File: config.mk
export PLATFORM = sky130hd
export DESIGN_NAME = ctd_timer_support
export DESIGN_NICKNAME = d
export VERILOG_FILES = /design/src/shared/ctd_pkg.sv /design/src/verilog/ctd_timer_support.sv
export SDC_FILE = /design/constraint.sdc
export NUM_CORES = 1
export LEC_CHECK = 0
export BUFFER_PORTS_ARGS = -buffer_cell sky130_fd_sc_hd__buf_2
export CORE_ASPECT_RATIO = 0.75
export CORE_MARGIN = 3
export CORE_UTILIZATION = 55
export CTS_CLUSTER_SIZE = 24
export DETAILED_ROUTE_END_ITERATION = 12
export PLACE_DENSITY = 0.75
export SLEW_MARGIN = 20
export SYNTH_ARGS = -nofsm -noshare
export SYNTH_HDL_FRONTEND = slang
export SYNTH_SLANG_ARGS = --single-unit
File: constraint.sdc
create_clock -name aclk -period 3.6 [get_ports aclk]
set_input_delay 0.18 -clock aclk [delete_from_list [all_inputs] [get_ports aclk]]
set_output_delay 0.18 -clock aclk [all_outputs]
set_load 0.01 [all_outputs]
File: src/shared/ctd_pkg.sv
// Constants, register map and field types for the capture timer support block.
// Assumes a 32-bit AXI4-Lite master and a 20 MHz module clock.
package ctd_pkg;
   localparam int          DATA_W          = 32;
   localparam int          ADDR_W          = 8;
   // Register byte addresses
   localparam logic [7:0]  ACCUM_CNT_ADDR  = 8'hA0;
   localparam logic [7:0]  ACCUM_EN_ADDR   = 8'hA8;
   localparam logic [7:0]  MOD_CTL_ADDR    = 8'hB0;
   localparam logic [7:0]  MOD_FLAGS_ADDR  = 8'hB4;
   localparam logic [7:0]  MOD_COUNT_ADDR  = 8'hB8;
   localparam logic [7:0]  DELAY_CTL_ADDR  = 8'hBC;
   localparam logic [7:0]  SYS_CTL_ADDR    = 8'hC0;
   localparam logic [7:0]  ACCUM_FLG_ADDR  = 8'hC4;
   localparam logic [7:0]  ACCUM_HOLD_ADDR = 8'hC8;
   // Field positions
   localparam int          UNDERFLOW_BIT   = 7;
   localparam int          FIRST_OVF_BIT   = 1;
   localparam int          SECOND_OVF_BIT  = 0;
   localparam int          FORCE_LATCH_BIT = 4;
   localparam int          FORCE_LOAD_BIT  = 3;
   // Reset values
   localparam logic [15:0] COUNT_IDLE      = 16'hFFFF;
   localparam logic [15:0] LOAD_RESET      = 16'h0000;
   localparam logic [7:0]  BYTE_RESET      = 8'h00;
   // Filter delays in module clocks
   localparam int          DELAY_SHORT     = 256;
   localparam int          DELAY_MID       = 512;
   localparam int          DELAY_LONG      = 1024;
   localparam int          CLK_PERIOD_NS   = 50;
   localparam logic [1:0]  RESP_OKAY       = 2'h0;
   localparam logic [1:0]  RESP_DECERR     = 2'h3;

   typedef struct packed {
      logic       irq_enable;
      logic       modulus_mode_select;
      logic       read_load_select;
      logic       spare_latch;
      logic       spare_load;
      logic       modulus_counter_enable;
      logic [1:0] prescale;
   } ctd_mod_ctl_type;

   typedef struct packed {
      logic fast_flag_clear;
      logic capture_buffer_enable;
      logic latch_or_queue_select;
      logic wide_accum_second_enable;
      logic wide_accum_first_enable;
   } ctd_sys_ctl_type;
endpackage

File: src/verilog/ctd_timer_support.sv
// Pulse accumulators, modulus down-counter and capture delay filters.
// Assumes capture pins are asynchronous and wide tick inputs are on aclk.
// Operation
// - First wide enable joins count three (high) and two (low).
// - Count three wrapping FF to 00 sets first overflow flag.
// - Second wide enable joins count one (high) and zero (low).
// - Count one wrapping FF to 00 sets second overflow flag.
// - Underflow interrupt only when flag set and its enable is one.
// - One-shot stops at zero; modulus mode reloads latest written value.
// - Count register read gives count, or load value when selected.
// - Force latch copies byte counts to holding registers, then clears counts.
// - Force latch write of zero does nothing; reads zero.
// - Force load copies load to count and resets prescaler when enabled.
// - Disabled counter holds all ones, avoiding early underflow.
// - Prescaler divides by 1, 4, 8, 16; new rate at next load.
// - Underflow flag bit 7 set at zero; write one clears.
// - Fast flag clear: a count register read, or a write with byte 0 strobe set, clears underflow flag.
// - Read-only polarity bits record first capture edge after latch read.
// - Byte enables count only while pair's wide enable is clear.
// - Filter pulses after delay only if level opposite to before.
// - Delay counter clears itself after its interval.
// - Latch mode also latches on zero reached or zero written.
module ctd_timer_support #(
   parameter int CHANNELS = 4
) (
   input  wire logic                    aclk,
   input  wire logic                    aresetn,
   input  wire logic [7:0]              s_axi_awaddr,
   input  wire logic                    s_axi_awvalid,
   output logic                         s_axi_awready,
   input  wire logic [31:0]             s_axi_wdata,
   input  wire logic [3:0]              s_axi_wstrb,
   input  wire logic                    s_axi_wvalid,
   output logic                         s_axi_wready,
   output logic [1:0]                   s_axi_bresp,
   output logic                         s_axi_bvalid,
   input  wire logic                    s_axi_bready,
   input  wire logic [7:0]              s_axi_araddr,
   input  wire logic                    s_axi_arvalid,
   output logic                         s_axi_arready,
   output logic [31:0]                  s_axi_rdata,
   output logic [1:0]                   s_axi_rresp,
   output logic                         s_axi_rvalid,
   input  wire logic                    s_axi_rready,
   input  wire logic [CHANNELS-1:0]     capture_pin,
   input  wire logic                    wide_first_tick,
   input  wire logic                    wide_second_tick,
   output logic [CHANNELS-1:0]          capture_edge_q,
   output logic                         capture_latch_q,
   output logic                         mod_irq
);
   localparam int DCW = 11;
   logic [7:0] aw_addr_q, ar_addr;
   logic [31:0] w_data_q;
   logic [3:0] w_strb_q;
   logic aw_have_q, w_have_q, bvalid_q, rvalid_q, wr_en, rd_en;
   logic [1:0] bresp_q, rresp_q;
   logic [31:0] rdata_q, rd_mux;
   ctd_pkg::ctd_mod_ctl_type ctl_q;
   ctd_pkg::ctd_sys_ctl_type sys_q;
   logic [3:0] byte_en_q;
   logic [1:0] delay_sel_q;
   logic [15:0] count_q, load_q;
   logic [3:0] presc_q;
   logic [1:0] rate_q;
   logic underflow_q, first_ovf_q, second_ovf_q;
   logic [7:0] acc_q [CHANNELS];
   logic [7:0] hold_q [CHANNELS];
   logic [CHANNELS-1:0] sync1_q, sync2_q, prev_q, busy_q, prior_q;
   logic [CHANNELS-1:0] polarity_q, armed_q, edge_rise_q;
   logic [DCW-1:0] dcnt_q [CHANNELS];
   logic wr_count, acc_count, force_load, zero_reach, tick, latch_evt;
   logic ovf3, ovf1, acc_wr;

   function automatic logic [3:0] presc_last(input logic [1:0] code);
      case (code)
         2'h0:    presc_last = 4'h0;
         2'h1:    presc_last = 4'h3;
         2'h2:    presc_last = 4'h7;
         default: presc_last = 4'hF;
      endcase
   endfunction

   function automatic logic [DCW-1:0] delay_last(input logic [1:0] code);
      case (code)
         2'h1:    delay_last = DCW'(ctd_pkg::DELAY_SHORT - 1);
         2'h2:    delay_last = DCW'(ctd_pkg::DELAY_MID - 1);
         default: delay_last = DCW'(ctd_pkg::DELAY_LONG - 1);
      endcase
   endfunction

   function automatic logic hit(input logic [7:0] a, input logic [7:0] reg_addr);
      hit = (a[7:2] == reg_addr[7:2]);
   endfunction

   // AXI4-Lite write path
   assign s_axi_awready = ~aw_have_q;
   assign s_axi_wready  = ~w_have_q;
   assign wr_en = aw_have_q & w_have_q & ~bvalid_q;
   assign s_axi_bvalid = bvalid_q;
   assign s_axi_bresp  = bresp_q;
   always_ff @(posedge aclk) begin
      if (!aresetn) begin
         aw_have_q <= 1'b0;
         w_have_q  <= 1'b0;
         aw_addr_q <= 8'h00;
         w_data_q  <= 32'h00000000;
         w_strb_q  <= 4'h0;
         bvalid_q  <= 1'b0;
         bresp_q   <= ctd_pkg::RESP_OKAY;
      end else begin
         if (s_axi_awvalid && !aw_have_q) begin
            aw_have_q <= 1'b1;
            aw_addr_q <= s_axi_awaddr;
         end else if (wr_en) begin
            aw_have_q <= 1'b0;
         end
         if (s_axi_wvalid && !w_have_q) begin
            w_have_q <= 1'b1;
            w_data_q <= s_axi_wdata;
            w_strb_q <= s_axi_wstrb;
         end else if (wr_en) begin
            w_have_q <= 1'b0;
         end
         if (wr_en) begin
            bvalid_q <= 1'b1;
            bresp_q  <= (aw_addr_q >= ctd_pkg::ACCUM_CNT_ADDR && aw_addr_q[7:2] != 6'h29
                         && aw_addr_q <= ctd_pkg::ACCUM_HOLD_ADDR + 8'h03)
                        ? ctd_pkg::RESP_OKAY : ctd_pkg::RESP_DECERR;
         end else if (s_axi_bready) begin
            bvalid_q <= 1'b0;
         end
      end
   end

   // AXI4-Lite read path
   assign ar_addr = s_axi_araddr;
   assign s_axi_arready = ~rvalid_q;
   assign rd_en = s_axi_arvalid & ~rvalid_q;
   assign s_axi_rvalid = rvalid_q;
   assign s_axi_rdata  = rdata_q;
   assign s_axi_rresp  = rresp_q;
   always_comb begin
      rd_mux = 32'h00000000;
      if (hit(ar_addr, ctd_pkg::ACCUM_CNT_ADDR))
         rd_mux = {acc_q[3], acc_q[2], acc_q[1], acc_q[0]};
      else if (hit(ar_addr, ctd_pkg::ACCUM_EN_ADDR))
         rd_mux = {28'h0000000, byte_en_q};
      else if (hit(ar_addr, ctd_pkg::MOD_CTL_ADDR))
         rd_mux = {24'h000000, ctl_q & 8'hE7};
      else if (hit(ar_addr, ctd_pkg::MOD_FLAGS_ADDR))
         rd_mux = {24'h000000, underflow_q, 3'h0, polarity_q};
      else if (hit(ar_addr, ctd_pkg::MOD_COUNT_ADDR))
         rd_mux = {16'h0000, ctl_q.read_load_select ? load_q : count_q};
      else if (hit(ar_addr, ctd_pkg::DELAY_CTL_ADDR))
         rd_mux = {30'h00000000, delay_sel_q};
      else if (hit(ar_addr, ctd_pkg::SYS_CTL_ADDR))
         rd_mux = {27'h0000000, sys_q};
      else if (hit(ar_addr, ctd_pkg::ACCUM_FLG_ADDR))
         rd_mux = {30'h00000000, first_ovf_q, second_ovf_q};
      else if (hit(ar_addr, ctd_pkg::ACCUM_HOLD_ADDR))
         rd_mux = {hold_q[3], hold_q[2], hold_q[1], hold_q[0]};
   end
   always_ff @(posedge aclk) begin
      if (!aresetn) begin
         rvalid_q <= 1'b0;
         rdata_q  <= 32'h00000000;
         rresp_q  <= ctd_pkg::RESP_OKAY;
      end else if (rd_en) begin
         rvalid_q <= 1'b1;
         rdata_q  <= rd_mux;
         rresp_q  <= (ar_addr >= ctd_pkg::ACCUM_CNT_ADDR && ar_addr[7:2] != 6'h29
                      && ar_addr <= ctd_pkg::ACCUM_HOLD_ADDR + 8'h03)
                     ? ctd_pkg::RESP_OKAY : ctd_pkg::RESP_DECERR;
      end else if (s_axi_rready) begin
         rvalid_q <= 1'b0;
      end
   end

   // Control registers
   always_ff @(posedge aclk) begin
      if (!aresetn) begin
         ctl_q       <= '0;
         sys_q       <= '0;
         byte_en_q   <= 4'h0;
         delay_sel_q <= 2'h0;
      end else if (wr_en && w_strb_q[0]) begin
         if (hit(aw_addr_q, ctd_pkg::MOD_CTL_ADDR))
            ctl_q <= ctd_pkg::ctd_mod_ctl_type'(w_data_q[7:0] & 8'hE7);
         if (hit(aw_addr_q, ctd_pkg::SYS_CTL_ADDR))
            sys_q <= ctd_pkg::ctd_sys_ctl_type'(w_data_q[4:0]);
         if (hit(aw_addr_q, ctd_pkg::ACCUM_EN_ADDR))
            byte_en_q <= w_data_q[3:0];
         if (hit(aw_addr_q, ctd_pkg::DELAY_CTL_ADDR))
            delay_sel_q <= w_data_q[1:0];
      end
   end

   // Modulus down-counter
   assign wr_count = wr_en && w_strb_q[0] && hit(aw_addr_q, ctd_pkg::MOD_COUNT_ADDR);
   assign acc_count = wr_count | (rd_en && hit(ar_addr, ctd_pkg::MOD_COUNT_ADDR));
   assign force_load = wr_en && w_strb_q[0] && hit(aw_addr_q, ctd_pkg::MOD_CTL_ADDR)
                       && w_data_q[ctd_pkg::FORCE_LOAD_BIT] && ctl_q.modulus_counter_enable;
   assign tick = (presc_q == presc_last(rate_q));
   assign zero_reach = ctl_q.modulus_counter_enable && tick && count_q == 16'h0001
                       && !wr_count && !force_load;
   assign latch_evt = sys_q.latch_or_queue_select && sys_q.capture_buffer_enable &&
      ((wr_en && w_strb_q[0] && hit(aw_addr_q, ctd_pkg::MOD_CTL_ADDR)
        && w_data_q[ctd_pkg::FORCE_LATCH_BIT]) || zero_reach
       || (wr_count && w_data_q[15:0] == 16'h0000));
   always_ff @(posedge aclk) begin
      if (!aresetn) begin
         count_q <= ctd_pkg::COUNT_IDLE;
         load_q  <= ctd_pkg::LOAD_RESET;
         presc_q <= 4'h0;
         rate_q  <= 2'h0;
      end else begin
         if (wr_count)
            load_q <= w_data_q[15:0];
         if (!ctl_q.modulus_counter_enable) begin
            count_q <= ctd_pkg::COUNT_IDLE;
            presc_q <= 4'h0;
         // load restarts prescaler and takes new rate
         end else if (wr_count || force_load) begin
            count_q <= wr_count ? w_data_q[15:0] : load_q;
            presc_q <= 4'h0;
            rate_q  <= ctl_q.prescale;
         end else begin
            presc_q <= tick ? 4'h0 : presc_q + 4'h1;
            if (zero_reach && ctl_q.modulus_mode_select) begin
               count_q <= load_q;
               rate_q  <= ctl_q.prescale;
            end else if (tick && count_q != 16'h0000) begin
               count_q <= count_q - 16'h0001;
            end
         end
      end
   end

   always_ff @(posedge aclk) begin
      if (!aresetn)
         underflow_q <= 1'b0;
      else if (zero_reach)
         underflow_q <= 1'b1;
      else if ((acc_count && sys_q.fast_flag_clear) || (wr_en && w_strb_q[0]
               && hit(aw_addr_q, ctd_pkg::MOD_FLAGS_ADDR) && w_data_q[ctd_pkg::UNDERFLOW_BIT]))
         underflow_q <= 1'b0;
   end
   assign mod_irq = underflow_q & ctl_q.irq_enable;

   always_ff @(posedge aclk) begin
      if (!aresetn) begin
         sync1_q <= '0;
         sync2_q <= '0;
         prev_q  <= '0;
         busy_q  <= '0;
         prior_q <= '0;
         capture_edge_q <= '0;
         edge_rise_q    <= '0;
         for (int i = 0; i < CHANNELS; i++)
            dcnt_q[i] <= '0;
      end else begin
         sync1_q <= capture_pin;
         sync2_q <= sync1_q;
         prev_q  <= sync2_q;
         for (int i = 0; i < CHANNELS; i++) begin
            capture_edge_q[i] <= 1'b0;
            if (delay_sel_q == 2'h0) begin
               busy_q[i] <= 1'b0;
               dcnt_q[i] <= '0;
               capture_edge_q[i] <= sync2_q[i] ^ prev_q[i];
               edge_rise_q[i] <= sync2_q[i];
            end else if (!busy_q[i]) begin
               if (sync2_q[i] != prev_q[i]) begin
                  busy_q[i]  <= 1'b1;
                  prior_q[i] <= prev_q[i];
               end
            end else if (dcnt_q[i] >= delay_last(delay_sel_q)) begin
               busy_q[i] <= 1'b0;
               dcnt_q[i] <= '0;
               capture_edge_q[i] <= sync2_q[i] != prior_q[i];
               edge_rise_q[i] <= sync2_q[i];
            end else begin
               dcnt_q[i] <= dcnt_q[i] + 1'b1;
            end
         end
      end
   end

   // first edge polarity after a latch or holding read
   always_ff @(posedge aclk) begin
      if (!aresetn) begin
         polarity_q <= '0;
         armed_q    <= '1;
      end else begin
         for (int i = 0; i < CHANNELS; i++) begin
            if (capture_edge_q[i] && armed_q[i]) begin
               polarity_q[i] <= edge_rise_q[i];
               armed_q[i]    <= 1'b0;
            end else if (latch_evt || (rd_en && hit(ar_addr, ctd_pkg::ACCUM_HOLD_ADDR))) begin
               armed_q[i] <= 1'b1;
            end
         end
      end
   end

   // wrap detection
   // Software write of the high byte wins, so no wrap
   assign acc_wr = wr_en && hit(aw_addr_q, ctd_pkg::ACCUM_CNT_ADDR);
   assign ovf3 = acc_q[3] == 8'hFF && !(acc_wr && w_strb_q[3])
                 && (sys_q.wide_accum_first_enable
                 ? (wide_first_tick && acc_q[2] == 8'hFF) : (byte_en_q[3] && capture_edge_q[3]));
   assign ovf1 = acc_q[1] == 8'hFF && !(acc_wr && w_strb_q[1])
                 && (sys_q.wide_accum_second_enable
                 ? (wide_second_tick && acc_q[0] == 8'hFF) : (byte_en_q[1] && capture_edge_q[1]));

   // Accumulators: latch clear, then software write, then counting
   always_ff @(posedge aclk) begin
      if (!aresetn) begin
         capture_latch_q <= 1'b0;
         for (int i = 0; i < CHANNELS; i++) begin
            acc_q[i]  <= ctd_pkg::BYTE_RESET;
            hold_q[i] <= ctd_pkg::BYTE_RESET;
         end
      end else begin
         capture_latch_q <= latch_evt;
         for (int i = 0; i < CHANNELS; i++) begin
            if (latch_evt) begin
               hold_q[i] <= acc_q[i];
               acc_q[i]  <= ctd_pkg::BYTE_RESET;
            end else if (wr_en && w_strb_q[i] && hit(aw_addr_q, ctd_pkg::ACCUM_CNT_ADDR)) begin
               acc_q[i] <= w_data_q[8*i +: 8];
            // wide pairs carry low into high
            end else if (i >= 2 && sys_q.wide_accum_first_enable) begin
               if (wide_first_tick && (i == 2 || acc_q[2] == 8'hFF))
                  acc_q[i] <= acc_q[i] + 8'h01;
            end else if (i < 2 && sys_q.wide_accum_second_enable) begin
               if (wide_second_tick && (i == 0 || acc_q[0] == 8'hFF))
                  acc_q[i] <= acc_q[i] + 8'h01;
            end else if (byte_en_q[i] && capture_edge_q[i]) begin
               acc_q[i] <= acc_q[i] + 8'h01;
            end
         end
      end
   end

   always_ff @(posedge aclk) begin
      if (!aresetn) begin
         first_ovf_q  <= 1'b0;
         second_ovf_q <= 1'b0;
      end else begin
         if (ovf3 && !latch_evt)
            first_ovf_q <= 1'b1;
         else if (wr_en && w_strb_q[0] && hit(aw_addr_q, ctd_pkg::ACCUM_FLG_ADDR)
                  && w_data_q[ctd_pkg::FIRST_OVF_BIT])
            first_ovf_q <= 1'b0;
         if (ovf1 && !latch_evt)
            second_ovf_q <= 1'b1;
         else if (wr_en && w_strb_q[0] && hit(aw_addr_q, ctd_pkg::ACCUM_FLG_ADDR)
                  && w_data_q[ctd_pkg::SECOND_OVF_BIT])
            second_ovf_q <= 1'b0;
      end
   end
endmodule

# ---- Word-level counts from Yosys, hierarchy flattened
# Memory sizes are Yosys's and may differ from the RTL's.
# Cells that the tools add are included.
dict set report totals {
  ram_bits 108
  input_bits 65
  n_memories 3
  register_bits 179
}
dict set report op_classes {
  mux 227
  bitwise_logic 52
  n_addsub 10
  n_eq_ne 37
  n_lt_le_gt_ge 8
  reduce_logical 108
}
# memory depth word_bits rd rd_ports_with_merged_regs wr line_no
set memory_table {}
lappend memory_table {dcnt_q 4 11 4 0 4 ctd_timer_support.sv:71} ;# logic [DCW-1:0] dcnt_q [CHANNELS];
lappend memory_table {acc_q 4 8 4 0 4 ctd_timer_support.sv:67} ;# logic [7:0] acc_q [CHANNELS];
lappend memory_table {hold_q 4 8 4 0 4 ctd_timer_support.sv:68} ;# logic [7:0] hold_q [CHANNELS];
# operator n
set op_table {}
lappend op_table {{$mux W32} 9}
lappend op_table {{$mux W11} 24}
lappend op_table {{$mux W1} 163}
lappend op_table {{$mux W8} 20}
lappend op_table {{$eq A6 B6 Y1 const B} 17}
lappend op_table {{$mux W16} 5}
lappend op_table {{$logic_and A1 B1 Y1} 55}
lappend op_table {{$add A11 B1 Y11 const B} 4}
lappend op_table {{$ge A11 B11 Y1} 4}
lappend op_table {{$reduce_bool A2 Y1} 20}
lappend op_table {{$or A1 B1 Y1} 33}
lappend op_table {{$add A8 B1 Y8 const B} 4}
lappend op_table {{$eq A8 B8 Y1 const B} 4}
lappend op_table {{$pmux W10 S2} 1}
lappend op_table {{$reduce_and A2 Y1} 10}
lappend op_table {{$eq A16 B1 Y1 const B} 1}
lappend op_table {{$ge A8 B8 Y1 const B} 2}
lappend op_table {{$le A8 B8 Y1 const B} 2}
lappend op_table {{$logic_not A16 Y1} 1}
lappend op_table {{$reduce_bool A16 Y1} 1}
lappend op_table {{$sub A16 B1 Y16 const B} 1}
lappend op_table {{$ne A6 B6 Y1 const B} 2}
lappend op_table {{$pmux W4 S3} 1}
lappend op_table {{$reduce_and A3 Y1} 4}
lappend op_table {{other kinds (15)} 54}

# ---- Logic depth before layout (Yosys ltp)
# Gate-level depths: netlist of the first run.
dict set report logic_depth {
  word_depth 18
  ltp_mapped 10
}

# ---- Least setup slack after synthesis of the first run
# OpenSTA, ideal clock, no wires.
dict set report synth_path {
  path_kind {register to register}
  startpoint {register w_data_q[1]}
  endpoint {memory hold_q[0][0] (enable)}
  n_path_buf 3
  arrival_time_ns 2.268
  setup_time_ns 0.377
  path_stages_with_launch 9
  slack_ns 0.955
  cell_sequence {dfxtp_1 -> clkbuf_1 -> nor4_1 -> nand4_1 -> or4_1 -> a31oi_1 -> nand2b_1 -> buf_2 -> buf_2}
}
# element line_no
set synth_lines {}
lappend synth_lines {{start: declaration} ctd_timer_support.sv:54} ;# logic [31:0] w_data_q;
lappend synth_lines {{start signal: assignment} ctd_timer_support.sv:120} ;# w_data_q <= s_axi_wdata;
lappend synth_lines {{end: declaration} ctd_timer_support.sv:68}

==> results of run 1 <==
-- kinds of logic (layout without fill, tap and decap cells) --
logic type,count (synthesis),in the layout,synth area share
xor+xnor,76,76,0.0481
compound gates,291,291,0.139
flops,283,283,0.488
simple gates,665,665,0.236
other cells,0,2,0
fa+ha+maj,22,22,0.0199
buf+inv,118,267,0.0339
mux,49,49,0.0359
-- sequential cells by signal (all words and copies together) (netlist names), 5 cells and up --
name / count
hold_q: 32
aw_addr_q: 6
sys_q: 5
acc_q: 32
w_data_q: 32
s_axi_rdata: 32
count_q: 16
ctl_q: 6
load_q: 16
dcnt_q: 44
-- placed cells by master, fill, tap and decap left out, types with 7 or more instances in the layout --
| cell | n |
|---|---|
| dlygate4sd3_1 | 53 |
| or3_1 | 18 |
| nand4_1 | 19 |
| mux2i_1 | 44 |
| inv_1 | 22 |
| nor4_1 | 7 |
| nand2_1 | 182 |
| nand2b_1 | 12 |
| a31oi_1 | 8 |
| a21oi_1 | 115 |
| nor2_1 | 192 |
| ha_1 | 22 |
| buf_2 | 107 |
| a211o_1 | 7 |
| edfxtp_1 | 108 |
| o21ai_0 | 37 |
| a221oi_1 | 31 |
| and2_1 | 26 |
| nor3_1 | 57 |
| nand3_1 | 42 |
| a211oi_1 | 16 |
| dfxtp_1 | 175 |
| a22oi_1 | 10 |
| clkbuf_16 | 30 |
| xnor2_1 | 27 |
| nand3b_1 | 7 |
| clkinv_2 | 9 |
| and3_1 | 53 |
| and4_1 | 9 |
| o31ai_1 | 13 |
| buf_4 | 32 |
| xor2_1 | 49 |
-- routing by layer --
metal	global-route usage	up-vias	routed length (um)
met2	0.442	573	17000
li1	-	5692	-
met4	0.0689	4	865
met5	0	-	30
met3	0.0539	75	3900
met1	0.404	5738	16700
-- metrics by stage --
stage / utilization / power (uW) / hold slack (ns) / std cells
5_1_grt: 0.663 / 7060 / 0.125 / 1985
4_1_cts: 0.663 / 6880 / 0.0212 / 1984
3_5_place_dp: 0.603 / 3960 / 0.369 / 1879
3_3_place_gp: 0.603 / 3950 / 0.365 / 1879
6_report: 0.663 / 6850 / 0.0591 / 1986
2_1_floorplan: - / 3780 / 0.280 / 1504
-- path summary, 6_finish.rpt --
check | startpoint | to | slack [ns] | depth (start not counted)
setup / recovery | w_have_q | acc_q[1][4] | 0.46 | 6
hold reg to reg | sync1_q[2] | sync2_q[2] | 0.43 | 1
setup reg to reg | w_have_q | acc_q[1][4] | 0.46 | 6
hold / removal | s_axi_araddr[6] | s_axi_rresp[0] | 0.06 | 4
-- power by group through the flow --
| stage | sequential [uW] | combinational (uW) | clock, uW |
|---|---|---|---|
| after floorplan | 3540 | 235 | 0 |
| after global placement | 3570 | 382 | 0 |
| after detailed placement | 3570 | 390 | 0 |
| after CTS | 3500 | 437 | 2940 |
| after global routing | 3510 | 484 | 3060 |
| final | 3510 | 440 | 2910 |
-- cells in the mapped netlist, types with 23 or more instances --
master,count
a21oi_1,115
a221oi_1,31
and2_1,26
and3_1,53
clkbuf_1,74
dfxtp_1,175
edfxtp_1,108
inv_1,23
mux2i_1,44
nand2_1,182
nand3_1,42
nor2_1,192
nor3_1,57
o21ai_0,37
xnor2_1,27
xor2_1,49
-- cell type report --
type / instances / area [um^2] / share of cell area
Timing Repair Buffer: 192 / 1310 / 0.0810
Multi-Input combinational cell: 1103 / 6660 / 0.413
Inverter: 23 / 87.6 / 0.00543
Tap cell: 331 / 414 / 0.0257
Antenna cell: 2 / 5.00 / 0.000310
Clock buffer: 37 / 811 / 0.0503
Sequential cell: 283 / 6750 / 0.418
Clock inverter: 15 / 105 / 0.00652
-- critical path: stages, from the launching register on --
cell and delay (ns):
dfxtp_1 0.55, nand4b_4 0.23, or4_1 0.68, o2111ai_2 0.18, a31oi_2 0.15, nand2b_2 0.39
or3b_1 0.64
-- repair_timing --
action | CTS | global route
gates resized for setup | 0 | 0
endpoints found under the hold margin | 54 | 0
hold buffers | 53 | 0
==> flow_summary.yaml, run 1 <==
cts:
  cts_buffer_depth: 3
  path_clk_slew_ns: 0.07
  clock_latency_ns: 0.56
  post-cts-setup-buffers: 0
  cts_root_buffer: "clkbuf_16"
  ctsHtreeMaxLevel: 1
  cts-buffers-inserted: 28
  clock-sinks: 283
  cts_tree: "yes"
power:
  power_frac_clock: 0.424
  netSwitchingFraction: 0.235
  share_comb_of_total_power: 0.064
  internal_power_uw: 5240
  worst_ir_drop_vdd_mv: 0.443
  p_leak_uw: 0.00635
  power.density_nw_per_um2: 425
  p_sw_uw: 1610
  power_frac_seq: 0.511
finish:
  fillers: 1935
  final_cell_area_um2: 16100
  layout-drive-gt1-share: 0.129
  nets: 1718
  area_delta_synth_final_pct: 16.6
grt:
  grt_pass1_wl_um: 61500
  grt_overflow_total: 0
  grt_start_max_net_pins: 52
  antenna_found_initial: 4
  track_usage: 0.281
  grt_pass1_vias: 11400
placement:
  place_congestion: 1.02
  dp_slack_ns: 0.517
  dp_hpwl_um: 26600
  io_buffers: 107
  place_area_um2: 14700
setup_path:
  cp_max_fo: 16
  cp-end-kind: "register"
  worst-setup-path-type: "reg2reg"
  worstPathArrival_ns: 3.38
  start_kind: "register"
  worstPathRequired_ns: 3.84
route:
  wl_per_cell_um: 19.4
  viasPerCell: 6.08
  num_vias: 12100
  drt_iter0_drc: 1191
  first_pass_iters: 5
  drc: 0
  postRouteWirelength_um: 38400
  postRouteAntennaNets: 0
run:
  maxCapViolCount: 0
timing:
  post-route-period-util: 0.872
  relSlewSlack: 0.301
  finalWorstSetupSlack_ns: 0.462
  setup_viol: 0
  maxSlewViolCount: 0
  clock_skew_ns: 0.0113
  worstMarginPinSlew_ns: 1.05
  tns_ns: 0
  max_freq_ghz: 0.319
  rsz0062_at_grt: "false"
  period_minus_slack_ns: 3.14
  final_hold_viol_count: 0
synth:
  synth_nets: 1591
  ys.flop_type: "dfxtp_1"
  avgSynthCellArea_um2: 9.20
  synth_warnings: 0
  synth.distinct_cells: 75
  ys_seq_elements: 283
  synth_top_cell_by_area: "dfxtp_1"
  synthCells: 1504
  yosys.area.top_type_share: 0.253
  async_flop_share: 0
  synth_edf_count: 108
  synth_area_leaders: "dfxtp_1, edfxtp_1, nor2_1"
  netlist_area_um2: 13800
  ys_seq_area_frac: 0.488
die:
  die_width_um: 189
  dieArea_um2: 27100
  floorplan.initialDensity: 0.568
  core_um2: 24300
  rows: 49
  pin_count: 112
  fp.dieH_um: 143
run_status:
  outcome: "finished, final reports clean"
hold_path:
  hold_path.class: "in2reg"
No activity file was read; power rests on OpenSTA's default activity.
==> run 2, diff against run 1 <==
CORE_ASPECT_RATIO = 1.75   (was 0.75)
==> run 2 against run 1 <==
Compared with the run above: sequential share of layout area grew 0.20 points; register-to-register slack gained 0.097 ns; via count down 1.7%; combinational power hardly changed; cell count shrank 1.1%; fmax grew 3.2%; die area rose by 0.21%; setup slack improved by 0.097 ns; critical path depth unchanged.
==> flow_summary.yaml, run 2 (synthesized netlist as in run 1, its figures left out) <==
run_status:
  outcome: "finished, final reports clean"
placement:
  io_buffers: 107
  place_area_um2: 14700
  dp_cells: 1861
  dp_hpwl_um: 26600
  place_congestion: 0.963
setup_path:
  start_kind: "register"
  worstPathRequired_ns: 3.87
  worst-setup-path-type: "reg2reg"
  timing.reg2reg.setup_slack_ns: 0.56
  cp-end-kind: "register"
  worstPathArrival_ns: 3.31
  cp_max_fo: 14
route:
  drc: 0
  num_vias: 11900
  postRouteAntennaNets: 0
  first_pass_iters: 7
  viasPerCell: 6.05
  drt_iter0_drc: 748
  wl_per_cell_um: 19.4
  postRouteWirelength_um: 38100
grt:
  antenna_found_initial: 1
  grt_overflow_total: 0
  track_usage: 0.273
  grt_start_max_net_pins: 91
  grt_pass1_vias: 11600
  grt_pass1_wl_um: 60400
finish:
  mostFrequentLayoutCell: "nor2_1"
  regArea_um2: 6750
  area_delta_synth_final_pct: 16.0
  nets: 1717
  final_cell_area_um2: 16100
  finalCoreUtilization: 0.649
  mostFrequentLayoutCells: "nor2_1, nand2_1, dfxtp_1"
  largest_reg_flops: 44
  top_register: "dcnt_q"
  multi_input_area_um2: 6650
  fillers: 2053
  layout-drive-gt1-share: 0.126
  finalNonFillerCells: 1964
die:
  die_width_um: 126
  pin_count: 112
  core_um2: 24700
  rows: 76
  fp.dieH_um: 216
  dieArea_um2: 27200
  floorplan.initialDensity: 0.560
cts:
  cts-resized-gates: 0
  clock_latency_ns: 0.57
  cts_buffer_depth: 3
  clock-sinks: 283
  post-cts-setup-buffers: 0
  cts-buffers-inserted: 27
  path_clk_slew_ns: 0.07
  cts_root_buffer: "clkbuf_16"
  ctsHtreeMaxLevel: 1
  cts_tree: "yes"
timing:
  final_hold_viol_count: 0
  period_minus_slack_ns: 3.04
  rsz0062_at_grt: "false"
  hold_ws_ns: 0.0430
  post-route-period-util: 0.845
  tns_ns: 0
  maxSlewViolCount: 0
  relSlewSlack: 0.344
  setup_viol: 0
  max_freq_ghz: 0.329
  worstMarginPinSlew_ns: 0.984
  clock_skew_ns: 0.0201
hold_path:
  hold_path.class: "in2reg"
power:
  p_leak_uw: 0.00631
  worst_ir_drop_vdd_mv: 0.411
  power.density_nw_per_um2: 423
run:
  maxCapViolCount: 0
==> run 2: changes by cell type in the layout (fill, tap and decap cells not counted), sizes merged, moves of 2 or more <==
cell	previous run	this run
bufinv	1	3
clkinvlp	0	2
clkbuf	37	30
inv	22	24
==> run 2: cell type report <==
| class | count | area share |
|---|---|---|
| Antenna cell | 1 | 0.000156 |
| Clock buffer | 30 | 0.0428 |
| Clock inverter | 20 | 0.0115 |
| Inverter | 23 | 0.00553 |
| Multi-Input combinational cell | 1103 | 0.414 |
| Sequential cell | 283 | 0.420 |
| Tap cell | 312 | 0.0243 |
| Timing Repair Buffer | 192 | 0.0812 |
==> run 2: stage by stage <==
| stage | setup slack, ns | total power [uW] |
|---|---|---|
| 5_1_grt | 0.467 | 6980 |
| 6_report | 0.559 | 6780 |
| 4_1_cts | 0.599 | 6820 |
| 2_1_floorplan | 0.955 | 3780 |
| 3_3_place_gp | 0.667 | 3940 |
| 3_5_place_dp | 0.606 | 3950 |
==> run 2: critical path: stages (launching register included) <==
cell	delay [ns]
dfxtp_1	0.61
a21oi_1	0.23
or4_1	0.59
o2111ai_2	0.16
a31oi_2	0.16
nand2b_2	0.37
or3b_1	0.62
==> run 2: what timing repair did <==
item / 4_1_cts / 5_1_grt
endpoints found under the setup margin: 0 / 0
hold buffers: 52 / 0
endpoints found under the hold margin: 51 / 0
==> run 2: path summary, 6_finish.rpt <==
check / from / end / depth (start not counted)
max: w_data_q[3] / acc_q[0][1] / 6
min: s_axi_araddr[6] / s_axi_rresp[0] / 4
max reg2reg: w_data_q[3] / acc_q[0][1] / 6
min reg2reg: sync1_q[0] / sync2_q[0] / 1
==> run 2: routing by layer <==
layer,up-vias,track usage,share of wire
li1,5680,-,-
met1,5669,0.303,0.37
met2,418,0.490,0.51
met3,112,0.0357,0.057
met4,0,0.161,0.066
met5,-,0,0
==> run 2: report_power, final <==
part / switching, uW / total [uW] / internal (uW) / leakage (uW)
combinational: 251 / 438 / 186 / 0.00325
sequential: 93.6 / 3500 / 3400 / 0.00263
clock: 1250 / 2850 / 1590 / 0.000422
